$ cat config.mk
export PLATFORM = sky130hd
export DESIGN_NAME = psrb_bank
export DESIGN_NICKNAME = d
export VERILOG_FILES = /design/src/psrb_pkg.sv /design/src/psrb_bank.sv
export SDC_FILE = /design/constraint.sdc
export NUM_CORES = 1
export LEC_CHECK = 0
export ABC_AREA = 1
export BUFFER_PORTS_ARGS = -buffer_cell sky130_fd_sc_hd__buf_4
export CAP_MARGIN = 20
export CORE_MARGIN = 3
export CORE_UTILIZATION = 66
export DETAILED_ROUTE_END_ITERATION = 12
export GPL_ROUTABILITY_DRIVEN = 0
export PLACE_DENSITY_LB_ADDON = 0.2
export SYNTH_ARGS = -nofsm -noshare
export SYNTH_HDL_FRONTEND = slang
export SYNTH_SLANG_ARGS = --single-unit
$ cat constraint.sdc
create_clock -name ref_clk -period 13.7 [get_ports ref_clk]
set_input_delay 0.685 -clock ref_clk [delete_from_list [all_inputs] [get_ports ref_clk]]
set_output_delay 0.685 -clock ref_clk [all_outputs]
set_load 0.02 [all_outputs]
$ cat src/psrb_pkg.sv
// Package: constants and types for the power sequencer register bank
//------------------------------------------------------------------
// Operation
//------------------------------------------------------------------
// Operation
// - Temperature words read upper byte first; 9-bit value in D15-D7, low bits zero.
// - Leaving lockout clears sensor shutdown bit and starts conversions at once.
// - Conversions repeat continuously while not shut down, every 1 s by default.
// - Writing shutdown 1 stops conversions; writing 0 resumes them.
// - Remote diode open or short makes external temperature read 7FC0h.
// - Status register: D0 busy, D1 diode open, D2 diode short.
// - Revision and maker identification registers are fixed, read only.
// - Common-electrode code maps linearly, 00h -0.50 V to FFh -3.05 V.
// - After lockout the common-electrode code loads from stored value, default 7F.
// - Rail and common-electrode enable bits are ORed with their pins.
// - Setting rail enable starts power-up using t1-t4 held then.
// - Clearing rail enable starts power-down using t5-t8 held then.
// - Common-electrode enable 1 drives output; 0 discharges it to ground.
// - A latching fault latches outputs off, clears enables, sets cause bit.
// - Enable pins never change stored enable register bits.
// - Fault bits stay set until logic supply power cycle, not cleared by read.
// - Fault layout: gate, boost, inverting, negative gate, shorts, thermal, power good.
// - Power good sets when rails are up, clears on power-down or fault.
// - Diode open or short only reports status, never latches outputs off.
// - Boost setting loads 0Ah after lockout when feedback pin grounded; keeps writes.
// - Boost code D3-D0 gives 5 V at 00h to 17 V at 0Ch in 1 V steps.
// - Conversion rate resets to 04h; only 3 low bits choose the interval.
package psrb_pkg;

	//------------------------------------------------------------------
	// Register pointers
	//------------------------------------------------------------------
	localparam logic [7:0] PSRB_EXT_TEMP = 8'h00;
	localparam logic [7:0] PSRB_CONFIG = 8'h01;
	localparam logic [7:0] PSRB_INT_TEMP = 8'h04;
	localparam logic [7:0] PSRB_STATUS = 8'h05;
	localparam logic [7:0] PSRB_REVISION = 8'h06;
	localparam logic [7:0] PSRB_MAKER_ID = 8'h07;
	localparam logic [7:0] PSRB_CE_CODE = 8'h08;
	localparam logic [7:0] PSRB_ENABLE = 8'h09;
	localparam logic [7:0] PSRB_FAULT = 8'h0A;
	localparam logic [7:0] PSRB_BOOST = 8'h0B;
	localparam logic [7:0] PSRB_CONV_RATE = 8'h0F;

	//------------------------------------------------------------------
	// Reset values and fixed words
	//------------------------------------------------------------------
	localparam logic [7:0] PSRB_CE_CODE_DEFAULT = 8'h7F;
	localparam logic [7:0] PSRB_BOOST_DEFAULT = 8'h0A;
	localparam logic [7:0] PSRB_CONV_RATE_RESET = 8'h04;
	localparam logic [15:0] PSRB_DIODE_FAULT_WORD = 16'h7FC0;
	// Identity values are arbitrary
	localparam logic [7:0] PSRB_REVISION_CODE = 8'h11;
	localparam logic [7:0] PSRB_MAKER_CODE = 8'h22;
	localparam logic [6:0] PSRB_DEV_ADDR = 7'h48;

	//------------------------------------------------------------------
	// Field positions
	//------------------------------------------------------------------
	localparam int PSRB_SHUTDOWN_BIT = 0;
	localparam int PSRB_RAIL_EN_BIT = 0;
	localparam int PSRB_CE_EN_BIT = 1;
	localparam int PSRB_POWER_GOOD_BIT = 7;
	localparam int PSRB_FAULT_CAUSES = 7;

	//------------------------------------------------------------------
	// Timing
	//------------------------------------------------------------------
	localparam int PSRB_CLK_HZ = 100_000_000;
	localparam int PSRB_SLOWEST_PERIOD_S = 16;
	localparam int PSRB_CONVERSION_US = 1000;
	localparam int PSRB_CONVERSION_CYC = PSRB_CONVERSION_US * (PSRB_CLK_HZ / 1_000_000);
	localparam int PSRB_EIGHTH_S_CYC = PSRB_CLK_HZ / 8;

	typedef enum logic [2:0] {
		BUS_IDLE, BUS_ADDR, BUS_ACK, BUS_WRITE, BUS_READ, BUS_READ_ACK, BUS_SKIP
	} psrb_bus_state_type;

	typedef struct packed {
		logic open;
		logic short_circuit;
		logic busy;
	} psrb_diode_type;

endpackage : psrb_pkg

$ cat src/psrb_bank.sv
// Register bank behind the two-wire serial port
`timescale 1ns/1ns
module psrb_bank
	import psrb_pkg::*;
#(
	parameter int SECOND_CYCLES = PSRB_CLK_HZ,
	parameter int CONVERSION_CYCLES = PSRB_CONVERSION_CYC
) (
	// Clock and reset
	input wire logic ref_clk,
	input wire logic rst_n,
	// Serial bus pins
	input wire logic scl_in,
	input wire logic sda_in,
	output logic sda_out,
	output logic sda_oe_n,
	// Enable pins and straps
	input wire logic rail_enable_pin,
	input wire logic common_electrode_enable_pin,
	input wire logic boost_feedback_pin_grounded,
	input wire logic [7:0] stored_ce_code,
	// Sensor front end
	input wire logic [8:0] ext_temp_sample,
	input wire logic [8:0] int_temp_sample,
	input wire logic diode_open,
	input wire logic diode_short,
	// Power stage
	input wire logic [6:0] fault_causes,
	input wire logic rails_in_regulation,
	output logic rail_sequence_on,
	output logic common_electrode_output_enable,
	output logic outputs_latched_off,
	output logic conversion_start,
	output logic [7:0] common_electrode_voltage_code,
	output logic [3:0] boost_rail_code
);

	//------------------------------------------------------------------
	// Reset release and pin synchronisers
	//------------------------------------------------------------------
	logic [1:0] rst_sync_q;
	logic rst_ok;
	always_ff @(posedge ref_clk or negedge rst_n) begin
		if (!rst_n)
			rst_sync_q <= 2'b00;
		else
			rst_sync_q <= {rst_sync_q[0], 1'b1};
	end
	assign rst_ok = rst_sync_q[1];

	localparam int NSYNC = 13;
	localparam logic [NSYNC-1:0] SYNC_IDLE = 13'h0003; // Bus lines idle high, so release shows no false edge
	logic [NSYNC-1:0] pin_raw;
	logic [NSYNC-1:0] pin_s1_q;
	logic [NSYNC-1:0] pin_s2_q;
	assign pin_raw = {fault_causes, diode_short, diode_open, common_electrode_enable_pin,
		rail_enable_pin, sda_in, scl_in};
	genvar gi;
	generate
		for (gi = 0; gi < NSYNC; gi++) begin : g_sync
			always_ff @(posedge ref_clk or negedge rst_ok) begin
				if (!rst_ok) begin
					pin_s1_q[gi] <= SYNC_IDLE[gi];
					pin_s2_q[gi] <= SYNC_IDLE[gi];
				end else begin
					pin_s1_q[gi] <= pin_raw[gi];
					pin_s2_q[gi] <= pin_s1_q[gi];
				end
			end
		end
	endgenerate

	logic scl_s, sda_s, en_pin_s, cen_pin_s;
	psrb_diode_type diode_s;
	logic [6:0] causes_s;
	assign scl_s = pin_s2_q[0];
	assign sda_s = pin_s2_q[1];
	assign en_pin_s = pin_s2_q[2];
	assign cen_pin_s = pin_s2_q[3];
	assign diode_s.open = pin_s2_q[4];
	assign diode_s.short_circuit = pin_s2_q[5];
	assign causes_s = pin_s2_q[12:6];

	logic scl_prev_q, sda_prev_q;
	always_ff @(posedge ref_clk or negedge rst_ok) begin
		if (!rst_ok) begin
			scl_prev_q <= 1'b1;
			sda_prev_q <= 1'b1;
		end else begin
			scl_prev_q <= scl_s;
			sda_prev_q <= sda_s;
		end
	end
	logic scl_rise, scl_fall, bus_start, bus_stop;
	assign scl_rise = scl_s && !scl_prev_q;
	assign scl_fall = !scl_s && scl_prev_q;
	assign bus_start = scl_s && scl_prev_q && sda_prev_q && !sda_s;
	assign bus_stop = scl_s && scl_prev_q && !sda_prev_q && sda_s;

	//------------------------------------------------------------------
	// Register state
	//------------------------------------------------------------------
	logic shutdown_q, shutdown_d;
	logic [7:0] ce_code_q, ce_code_d;
	logic rail_en_q, rail_en_d, cen_q, cen_d;
	logic [7:0] fault_q, fault_d;
	logic [3:0] boost_q, boost_d;
	logic [7:0] rate_q, rate_d;
	logic [8:0] ext_temp_q, ext_temp_d, int_temp_q, int_temp_d;
	logic loaded_q, loaded_d;
	logic wr_strobe;
	logic [7:0] wr_ptr, wr_data;

	always_comb begin
		shutdown_d = shutdown_q;
		ce_code_d = ce_code_q;
		rail_en_d = rail_en_q;
		cen_d = cen_q;
		fault_d = fault_q;
		boost_d = boost_q;
		rate_d = rate_q;
		loaded_d = 1'b1;
		if (!loaded_q) begin
			shutdown_d = 1'b0;
			ce_code_d = stored_ce_code;
			if (boost_feedback_pin_grounded)
				boost_d = PSRB_BOOST_DEFAULT[3:0];
		end
		if (wr_strobe) begin
			case (wr_ptr)
				PSRB_CONFIG: shutdown_d = wr_data[PSRB_SHUTDOWN_BIT];
				PSRB_CE_CODE: ce_code_d = wr_data;
				PSRB_ENABLE: begin
					rail_en_d = wr_data[PSRB_RAIL_EN_BIT];
					cen_d = wr_data[PSRB_CE_EN_BIT];
				end
				PSRB_BOOST: boost_d = wr_data[3:0];
				PSRB_CONV_RATE: rate_d = wr_data;
				default: ;
			endcase
		end
		// Sticky causes; only reset clears them
		fault_d[PSRB_FAULT_CAUSES-1:0] = fault_q[PSRB_FAULT_CAUSES-1:0] | causes_s;
		if (causes_s != 7'h00) begin
			rail_en_d = 1'b0;
			cen_d = 1'b0;
		end
		// Power good follows rails but drops on power-down or any fault
		fault_d[PSRB_POWER_GOOD_BIT] = rails_in_regulation && (rail_en_q || en_pin_s)
			&& (fault_d[PSRB_FAULT_CAUSES-1:0] == 7'h00);
	end

	always_ff @(posedge ref_clk or negedge rst_ok) begin
		if (!rst_ok) begin
			shutdown_q <= 1'b1;
			ce_code_q <= PSRB_CE_CODE_DEFAULT;
			rail_en_q <= 1'b0;
			cen_q <= 1'b0;
			fault_q <= 8'h00;
			boost_q <= PSRB_BOOST_DEFAULT[3:0];
			rate_q <= PSRB_CONV_RATE_RESET;
			loaded_q <= 1'b0;
		end else begin
			shutdown_q <= shutdown_d;
			ce_code_q <= ce_code_d;
			rail_en_q <= rail_en_d;
			cen_q <= cen_d;
			fault_q <= fault_d;
			boost_q <= boost_d;
			rate_q <= rate_d;
			loaded_q <= loaded_d;
		end
	end

	// Pins are ORed in here, the rail pin also into power good, never stored back
	assign rail_sequence_on = (rail_en_q || en_pin_s) && !outputs_latched_off;
	assign common_electrode_output_enable = (cen_q || cen_pin_s) && !outputs_latched_off;
	assign outputs_latched_off = fault_q[PSRB_FAULT_CAUSES-1:0] != 7'h00;
	assign common_electrode_voltage_code = ce_code_q;
	assign boost_rail_code = boost_q;

	//------------------------------------------------------------------
	// Conversion timer
	//------------------------------------------------------------------
	logic [31:0] period_cnt_q, period_cnt_d, busy_cnt_q, busy_cnt_d;
	logic [31:0] period_len;
	logic conv_go;
	// Interval is 16 s >> code; upper bits of the rate byte ignored
	assign period_len = (SECOND_CYCLES * PSRB_SLOWEST_PERIOD_S) >> rate_q[2:0];
	always_comb begin
		period_cnt_d = period_cnt_q;
		busy_cnt_d = busy_cnt_q;
		conv_go = 1'b0;
		ext_temp_d = ext_temp_q;
		int_temp_d = int_temp_q;
		if (shutdown_q) begin
			period_cnt_d = 32'h0;
		end else if (period_cnt_q == 32'h0) begin
			conv_go = 1'b1;
			busy_cnt_d = CONVERSION_CYCLES;
			period_cnt_d = period_len - 32'h1;
		end else begin
			period_cnt_d = period_cnt_q - 32'h1;
		end
		if (busy_cnt_q != 32'h0) begin
			busy_cnt_d = busy_cnt_q - 32'h1;
			if (busy_cnt_q == 32'h1) begin
				ext_temp_d = ext_temp_sample;
				int_temp_d = int_temp_sample;
			end
		end
	end
	always_ff @(posedge ref_clk or negedge rst_ok) begin
		if (!rst_ok) begin
			period_cnt_q <= 32'h0;
			busy_cnt_q <= 32'h0;
			ext_temp_q <= 9'h000;
			int_temp_q <= 9'h000;
			conversion_start <= 1'b0;
		end else begin
			period_cnt_q <= period_cnt_d;
			busy_cnt_q <= busy_cnt_d;
			ext_temp_q <= ext_temp_d;
			int_temp_q <= int_temp_d;
			conversion_start <= conv_go;
		end
	end
	assign diode_s.busy = busy_cnt_q != 32'h0;

	//------------------------------------------------------------------
	// Read mux
	//------------------------------------------------------------------
	logic [15:0] rd_word;
	always_comb begin
		rd_word = 16'h0000;
		case (wr_ptr)
			PSRB_EXT_TEMP: rd_word = (diode_s.open || diode_s.short_circuit) ? PSRB_DIODE_FAULT_WORD
				: {ext_temp_q, 7'h00};
			PSRB_INT_TEMP: rd_word = {int_temp_q, 7'h00};
			PSRB_CONFIG: rd_word = {7'h00, shutdown_q, 8'h00};
			PSRB_STATUS: rd_word = {5'h00, diode_s.short_circuit, diode_s.open, diode_s.busy, 8'h00};
			PSRB_REVISION: rd_word = {PSRB_REVISION_CODE, 8'h00};
			PSRB_MAKER_ID: rd_word = {PSRB_MAKER_CODE, 8'h00};
			PSRB_CE_CODE: rd_word = {ce_code_q, 8'h00};
			PSRB_ENABLE: rd_word = {6'h00, cen_q, rail_en_q, 8'h00};
			PSRB_FAULT: rd_word = {fault_q, 8'h00};
			PSRB_BOOST: rd_word = {4'h0, boost_q, 8'h00};
			PSRB_CONV_RATE: rd_word = {rate_q, 8'h00};
			default: rd_word = 16'h0000;
		endcase
	end

	//------------------------------------------------------------------
	// Two-wire slave
	//------------------------------------------------------------------
	psrb_bus_state_type st_q, st_d;
	logic [7:0] sh_q, sh_d, ptr_q, ptr_d;
	logic [3:0] bit_q, bit_d;
	logic [1:0] byte_q, byte_d;
	logic rw_q, rw_d, drv_q, drv_d;
	logic [15:0] rd_q, rd_d;
	assign wr_ptr = ptr_q;
	assign wr_data = sh_q;

	always_comb begin
		st_d = st_q;
		sh_d = sh_q;
		ptr_d = ptr_q;
		bit_d = bit_q;
		byte_d = byte_q;
		rw_d = rw_q;
		drv_d = drv_q;
		rd_d = rd_q;
		wr_strobe = 1'b0;
		if (bus_stop) begin
			st_d = BUS_IDLE;
			drv_d = 1'b0;
		end else if (bus_start) begin
			st_d = BUS_ADDR;
			bit_d = 4'h0;
			byte_d = 2'h0;
			drv_d = 1'b0;
		end else begin
			case (st_q)
				BUS_IDLE: ;
				BUS_ADDR, BUS_WRITE: if (scl_rise) begin
					sh_d = {sh_q[6:0], sda_s};
					bit_d = bit_q + 4'h1;
				end else if (scl_fall && bit_q == 4'h8) begin
					bit_d = 4'h0;
					if (st_q == BUS_ADDR) begin
						if (sh_q[7:1] == PSRB_DEV_ADDR) begin
							rw_d = sh_q[0];
							drv_d = 1'b1;
							rd_d = rd_word;
							st_d = BUS_ACK;
						end else
							st_d = BUS_SKIP;
					end else begin
						// Pointer byte then data bytes
						if (byte_q == 2'h0)
							ptr_d = sh_q;
						else
							wr_strobe = 1'b1;
						if (byte_q != 2'h3)
							byte_d = byte_q + 2'h1;
						drv_d = 1'b1;
						st_d = BUS_ACK;
					end
				end
				BUS_ACK: if (scl_fall) begin
					if (rw_q) begin
						drv_d = !rd_q[15];
						st_d = BUS_READ;
					end else begin
						drv_d = 1'b0;
						st_d = BUS_WRITE;
					end
				end
				BUS_READ: if (scl_fall) begin
					bit_d = bit_q + 4'h1;
					if (bit_q == 4'h7) begin
						drv_d = 1'b0;
						st_d = BUS_READ_ACK;
					end else
						drv_d = !rd_q[4'hE - bit_q];
				end
				BUS_READ_ACK: if (scl_rise) begin
					if (sda_s)
						st_d = BUS_SKIP;
				end else if (scl_fall) begin
					// Low byte of the same captured word follows
					rd_d = {rd_q[7:0], 8'h00};
					bit_d = 4'h0;
					drv_d = !rd_q[7];
					st_d = BUS_READ;
				end
				BUS_SKIP: ;
				default: st_d = BUS_IDLE;
			endcase
		end
	end

	always_ff @(posedge ref_clk or negedge rst_ok) begin
		if (!rst_ok) begin
			st_q <= BUS_IDLE;
			sh_q <= 8'h00;
			ptr_q <= PSRB_EXT_TEMP;
			bit_q <= 4'h0;
			byte_q <= 2'h0;
			rw_q <= 1'b0;
			drv_q <= 1'b0;
			rd_q <= 16'h0000;
		end else begin
			st_q <= st_d;
			sh_q <= sh_d;
			ptr_q <= ptr_d;
			bit_q <= bit_d;
			byte_q <= byte_d;
			rw_q <= rw_d;
			drv_q <= drv_d;
			rd_q <= rd_d;
		end
	end

	// Open drain: only ever pull low
	assign sda_out = 1'b0;
	assign sda_oe_n = !drv_q;

endmodule : psrb_bank

## Word-level counts from Yosys, hierarchy flattened

Index checks and enable logic that the tools add are counted.

- Shift operators: 1
- $add $sub $neg: 6
- Equality and inequality tests: 45
- Order comparisons: 1
- Bitwise gates (word level): 5
- Reduce and logical (&&, ||, !) cells: 55
- Mux-type cells: 81

Operators by type and width:

| operator | count |
|---|---|
| one-hot mux 16 bit (11 select lines) | 1 |
| two-way mux 32 bit | 5 |
| two-way mux 16 bit | 7 |
| subtractor 32 x 1 -> 32 bit, second input constant | 3 |
| equality test 8 x 4 -> 1 bit, second input constant | 5 |
| two-way mux 4 bit | 10 |
| two-way mux 3 bit | 13 |
| equality test 32 x 1 -> 1 bit, second input constant | 1 |
| equality test 8 x 3 -> 1 bit, second input constant | 4 |
| logical NOT 32 bit | 1 |
| inequality test 4 bit, second input constant | 8 |
| one-hot mux 16 bit (2 select lines) | 1 |
| nonzero test 32 bit | 1 |
| right shift 31 x 3 -> 32 bit, first input constant | 1 |
| two-way mux 1 bit | 31 |
| two-way mux 8 bit | 3 |
| inequality test 2 bit, second input constant | 9 |
| AND reduction 8 bit | 2 |
| inequality test 5 bit, second input constant | 3 |
| one-hot mux 3 bit (5 select lines) | 1 |
| AND reduction 7 bit | 2 |
| nonzero test 2 bit | 7 |
| nonzero test 7 bit | 2 |
| logical AND 1 bit | 12 |
| 33 further kinds | 61 |

- Output and inout bits: 18
- Flip-flop bits (word level): 188
- Input bits: 43

## Logic depth before layout (Yosys ltp)

- Depth after elaboration: 10
- Mapped depth: 17

## Worst setup path before layout

OpenSTA, ideal clock, no wires.

- Path kind: flip-flop to output port
- From: register fault_q[5]
- To: output port rail_sequence_on
- Stages on the path, launching flop included: 4
- Setup slack: 11,649 ps
- Arrival: 1,366 ps
- Buffers on the path: 0
- Path through: dfrtp_1 -> nor4_1 -> nand4_1 -> a21oi_1

- Longest elaborated chain between the ends: 3

RTL lines:

| element | line | text |
|---|---|---|
| from (decl) | psrb_bank.sv:106 | `logic [7:0] fault_q, fault_d;` |
| from (signal assigned) | psrb_bank.sv:168 | `fault_q <= fault_d;` |
| nonzero test 7 bit | psrb_bank.sv:178 | `assign outputs_latched_off = fault_q[PSRB_FAULT_CAUSES-1:0] != 7'h00;` |
| via outputs_latched_off | psrb_bank.sv:32 | `output logic outputs_latched_off,` |
| logical NOT 1 bit | psrb_bank.sv:176 | `assign rail_sequence_on = (rail_en_q \|\| en_pin_s) && !outputs_latched_off;` |
| logical AND 1 bit | psrb_bank.sv:176 |  |
| to (decl) | psrb_bank.sv:30 | `output logic rail_sequence_on,` |

The timed path passes the listed nets, and every way through them passes these cells.

## Worst setup path after layout

- From: register pin_s2_q[0] (netlist: scl_s)
- To: register st_q[2]

- Longest elaborated chain between the ends: 5
- Elaborated cells between the ends (all ways): 22
- Those cells by class: eq/ne (8); mux (4); reduce/logical (10)

RTL lines:

| element | line | text |
|---|---|---|
| from (decl) | psrb_bank.sv:55 | `logic [NSYNC-1:0] pin_s2_q;` |
| from (signal, indexed assignment) | psrb_bank.sv:64 | `pin_s2_q[gi] <= SYNC_IDLE[gi];` |
| from (signal, indexed assignment) | psrb_bank.sv:67 | `pin_s2_q[gi] <= pin_s1_q[gi];` |
| logical AND 1 bit, or another cell as far along | psrb_bank.sv:95 | `assign scl_rise = scl_s && !scl_prev_q;` |
| two-way mux 3 bit, or another cell as far along | psrb_bank.sv:328 | `BUS_READ_ACK: if (scl_rise) begin` |
| one-hot mux 3 bit (5 select lines), or another cell as far along | psrb_bank.sv:284 | `case (st_q)` |
| two-way mux 3 bit, or another cell as far along | psrb_bank.sv:278 | `end else if (bus_start) begin` |
| two-way mux 3 bit / AND reduction 8 bit (equally long branches) | -- |  |
| to (signal assigned) | psrb_bank.sv:355 | `st_q <= st_d;` |
| to (decl) | psrb_bank.sv:256 | `psrb_bus_state_type st_q, st_d;` |

Parallel ways exist; a longest one is shown, timed or not.
A chain may end at the register's enable or synchronous reset.

==> results_dict.tcl <==
set metrics [dict create \
    hpwl_um 16900 \
    rsz0062_at_grt "no" \
    final_cell_mix "nand2_1 (263), nor2_1 (172), dfrtp_1 (164)" \
    finalHoldViolCount 0 \
    grt_pass1_vias 8066 \
    cts_hold_buffers 0 \
    crit_arrival_ps 3050 \
    clock_sinks 182 \
    start_util 0.689 \
    finalCriticalPeriod_ps 2700 \
    io_pins 61 \
    synthDistinctLibCells 52 \
    path_class "reg2reg" \
    totalWireLength_um 23900 \
    antenna_found_initial 1 \
    ys_seq_area_frac 0.492 \
    clock_tree.root_cell "clkbuf_16" \
    place.port_buffers 59 \
    yosysTopAreaCell "dfrtp_1" \
    grt_overflow 0 \
    fin_skew_ps 10.3 \
    cp_max_fo 17 \
    status "completed" \
    ir_drop_mv 0.105 \
    power_density_nw_per_um2 157 \
    drc 0 \
    reg2reg_setup_slack_ps 11000 \
    cp.required_ps 14050 \
    cp_top_family "simple AND/OR/NAND/NOR gates" \
    yosys.area.top_type_share 0.444 \
    fin_crit_sh 0.197 \
    clk-insertion-delay-late_ps 440 \
    synth-edff-count 0 \
    leakage_nw 5.31 \
    synth_area_sq_um 9310 \
    synth_cells 1175 \
    finalPower_w 0.00164 \
    max_stage_delay_ps 750 \
    crit_path_cell_trace "ha_1 -> nand3_2 -> inv_1 -> nor2_1 -> inv_1 -> nor3_2 -> a21oi_1 -> nand3_1 -> nand2_1 -> o21ai_0" \
    synth_warnings 0 \
    tightestPinTransition_ps 958 \
    grt_pass1_wl_um 39100 \
    wl_per_cell_um 16.7 \
    setup.worst_path.end_class "flip-flop" \
    fp.dieH_um 125 \
    postSynthAreaPerCell_sq_um 7.92 \
    gr-usage-all-layers 0.311 \
    slew_headroom 0.358 \
    path_buf_inv 2 \
    fin_nets 1290 \
    setup.worst_path.start "scl_s" \
    die-area_sq_um 15600 \
    dr.pass1.iters 6 \
    synth-seq-cells 182 \
    drv_cap 0 \
    rows 42 \
    htreeDepth 4 \
    drtAntennaViolNets 0 \
    pre_cts_ws_ps 11120 \
    vias_per_cell 5.86 \
    slew_violations 0 \
    reg2reg_depth 10 \
    layout_commonest_cell "nand2_1" \
    finalSetupTns_ps 0 \
    max_freq_ghz 0.371 \
    synthToLayoutAreaGrowth_pct 12.2 \
    crit_cells 10 \
    coreArea_sq_um 13500 \
    r2r_end "st_q[2]" \
    r2r_start "scl_s" \
    num_vias 8361 \
    cts_buffers 17 \
    worstHoldPathType "in2async" \
    cts_tree "done" \
    grt_max_degree 66 \
    cp-endpoint "st_q[2]" \
    post_cts_buffers 0 \
    cts.repair.resized 0 \
    fillers 949 \
    cp_slowest_cell "nor3_2" \
    finalSetupViolations 0 \
    clockBufferDepth 2 \
    synth-async-reset-ratio 1.00 \
    setup_ws_ps 11000 \
    first_iter_violations 877 \
    diodes 0 \
    cp-start-kind "flip-flop" \
    cpMostUsedCell "inv_1" \
    ys.flop_type "dfrtp_1" \
    drive_gt1_frac 0.138 \
    path_clk_slew_ps 70 \
    die_w_um 125 \
    yosys-top-cells-area "dfrtp_1 (44%), nand2_1 (11%), nor2_1 (6.9%)" \
]
==> metrics by stage <==
stage	hold slack, ps	util	instances	cell area, sq um
after floorplan	331	-	1176	9310
after global placement	334	0.732	1394	9890
after detailed placement	336	0.732	1394	9890
after CTS	10.2	0.773	1426	10400
after global routing	1.18	0.773	1426	10400
final	15.6	0.773	1426	10400
==> Yosys cell counts, drive strengths merged (10+ instances only) <==
cell / instances
ha: 10
nor4: 10
inv: 168
nor3: 27
dfrtp: 165
xor2: 17
a21oi: 42
dfstp: 17
nor2: 184
nand4: 16
buf: 10
mux2: 18
xnor2: 10
nand3: 49
nand2: 273
o21ai: 104
==> flip-flops by register name (all words and copies together) (netlist names), 9 cells and up <==
| register | count |
|---|---|
| pin_s1_q | 13 |
| busy_cnt_q | 32 |
| int_temp_q | 9 |
| period_cnt_q | 32 |
| rd_q | 10 |
| ext_temp_q | 9 |
==> how the worst min path moves through the flow <==
stage	start	end	slack (ps)	cells past startpoint
after global routing	rst_n	rst_sync_q[0]	1	1
after global placement	pin_s1_q[3]	cen_pin_s	330	0
after floorplan	pin_s1_q[6]	causes_s[0]	330	0
after CTS	rst_n	rst_sync_q[1]	10	1
after detailed placement	pin_s1_q[12]	causes_s[6]	340	0
final	rst_n	rst_sync_q[1]	20	1
==> layer usage <==
layer / part of all wire / routed length, um / global-route usage
met5: 0.00059 / 14 / 0
met4: 0.033 / 797 / 0.113
met3: 0.084 / 2010 / 0.0648
met2: 0.49 / 11600 / 0.520
met1: 0.39 / 9420 / 0.402
==> logic make-up (layout without fill, tap and decap cells) <==
logic type      Yosys count  count (layout)  share of synthesized area
simple gates            566             566                      0.257
mux                      18              18                     0.0218
flops                   182             182                      0.492
compound gates          183             183                      0.111
fa+ha+maj                10              10                     0.0134
other cells               2               3                   0.000807
xor+xnor                 27              27                     0.0254
buf+inv                 187             261                     0.0788
==> final cells by class <==
class,count,area (sq um),area share
timing repair buffer,61,458,0.0438
sequential,182,4580,0.438
inverter,168,631,0.0604
multi-input combinational,807,4000,0.383
tap,176,220,0.0211
clock inverter,14,126,0.0121
clock buffer,18,429,0.0411
==> power by group <==
part | switching [W] | leakage (nW) | internal [W]
logic | 0.000301 | 2.80 | 0.000159
registers | 0.0000814 | 2.25 | 0.000630
clock network | 0.000231 | 0.270 | 0.000241
==> worst register-to-register path, cell delays in order, from the launching register on <==
cell and delay, ps:
dfstp_2 390, ha_1 230, nand3_2 180, inv_1 100, nor2_1 290, inv_1 170, nor3_2 750, a21oi_1 130
nand3_1 230, nand2_1 80, o21ai_0 70
(Power assumes the default switching activity.)
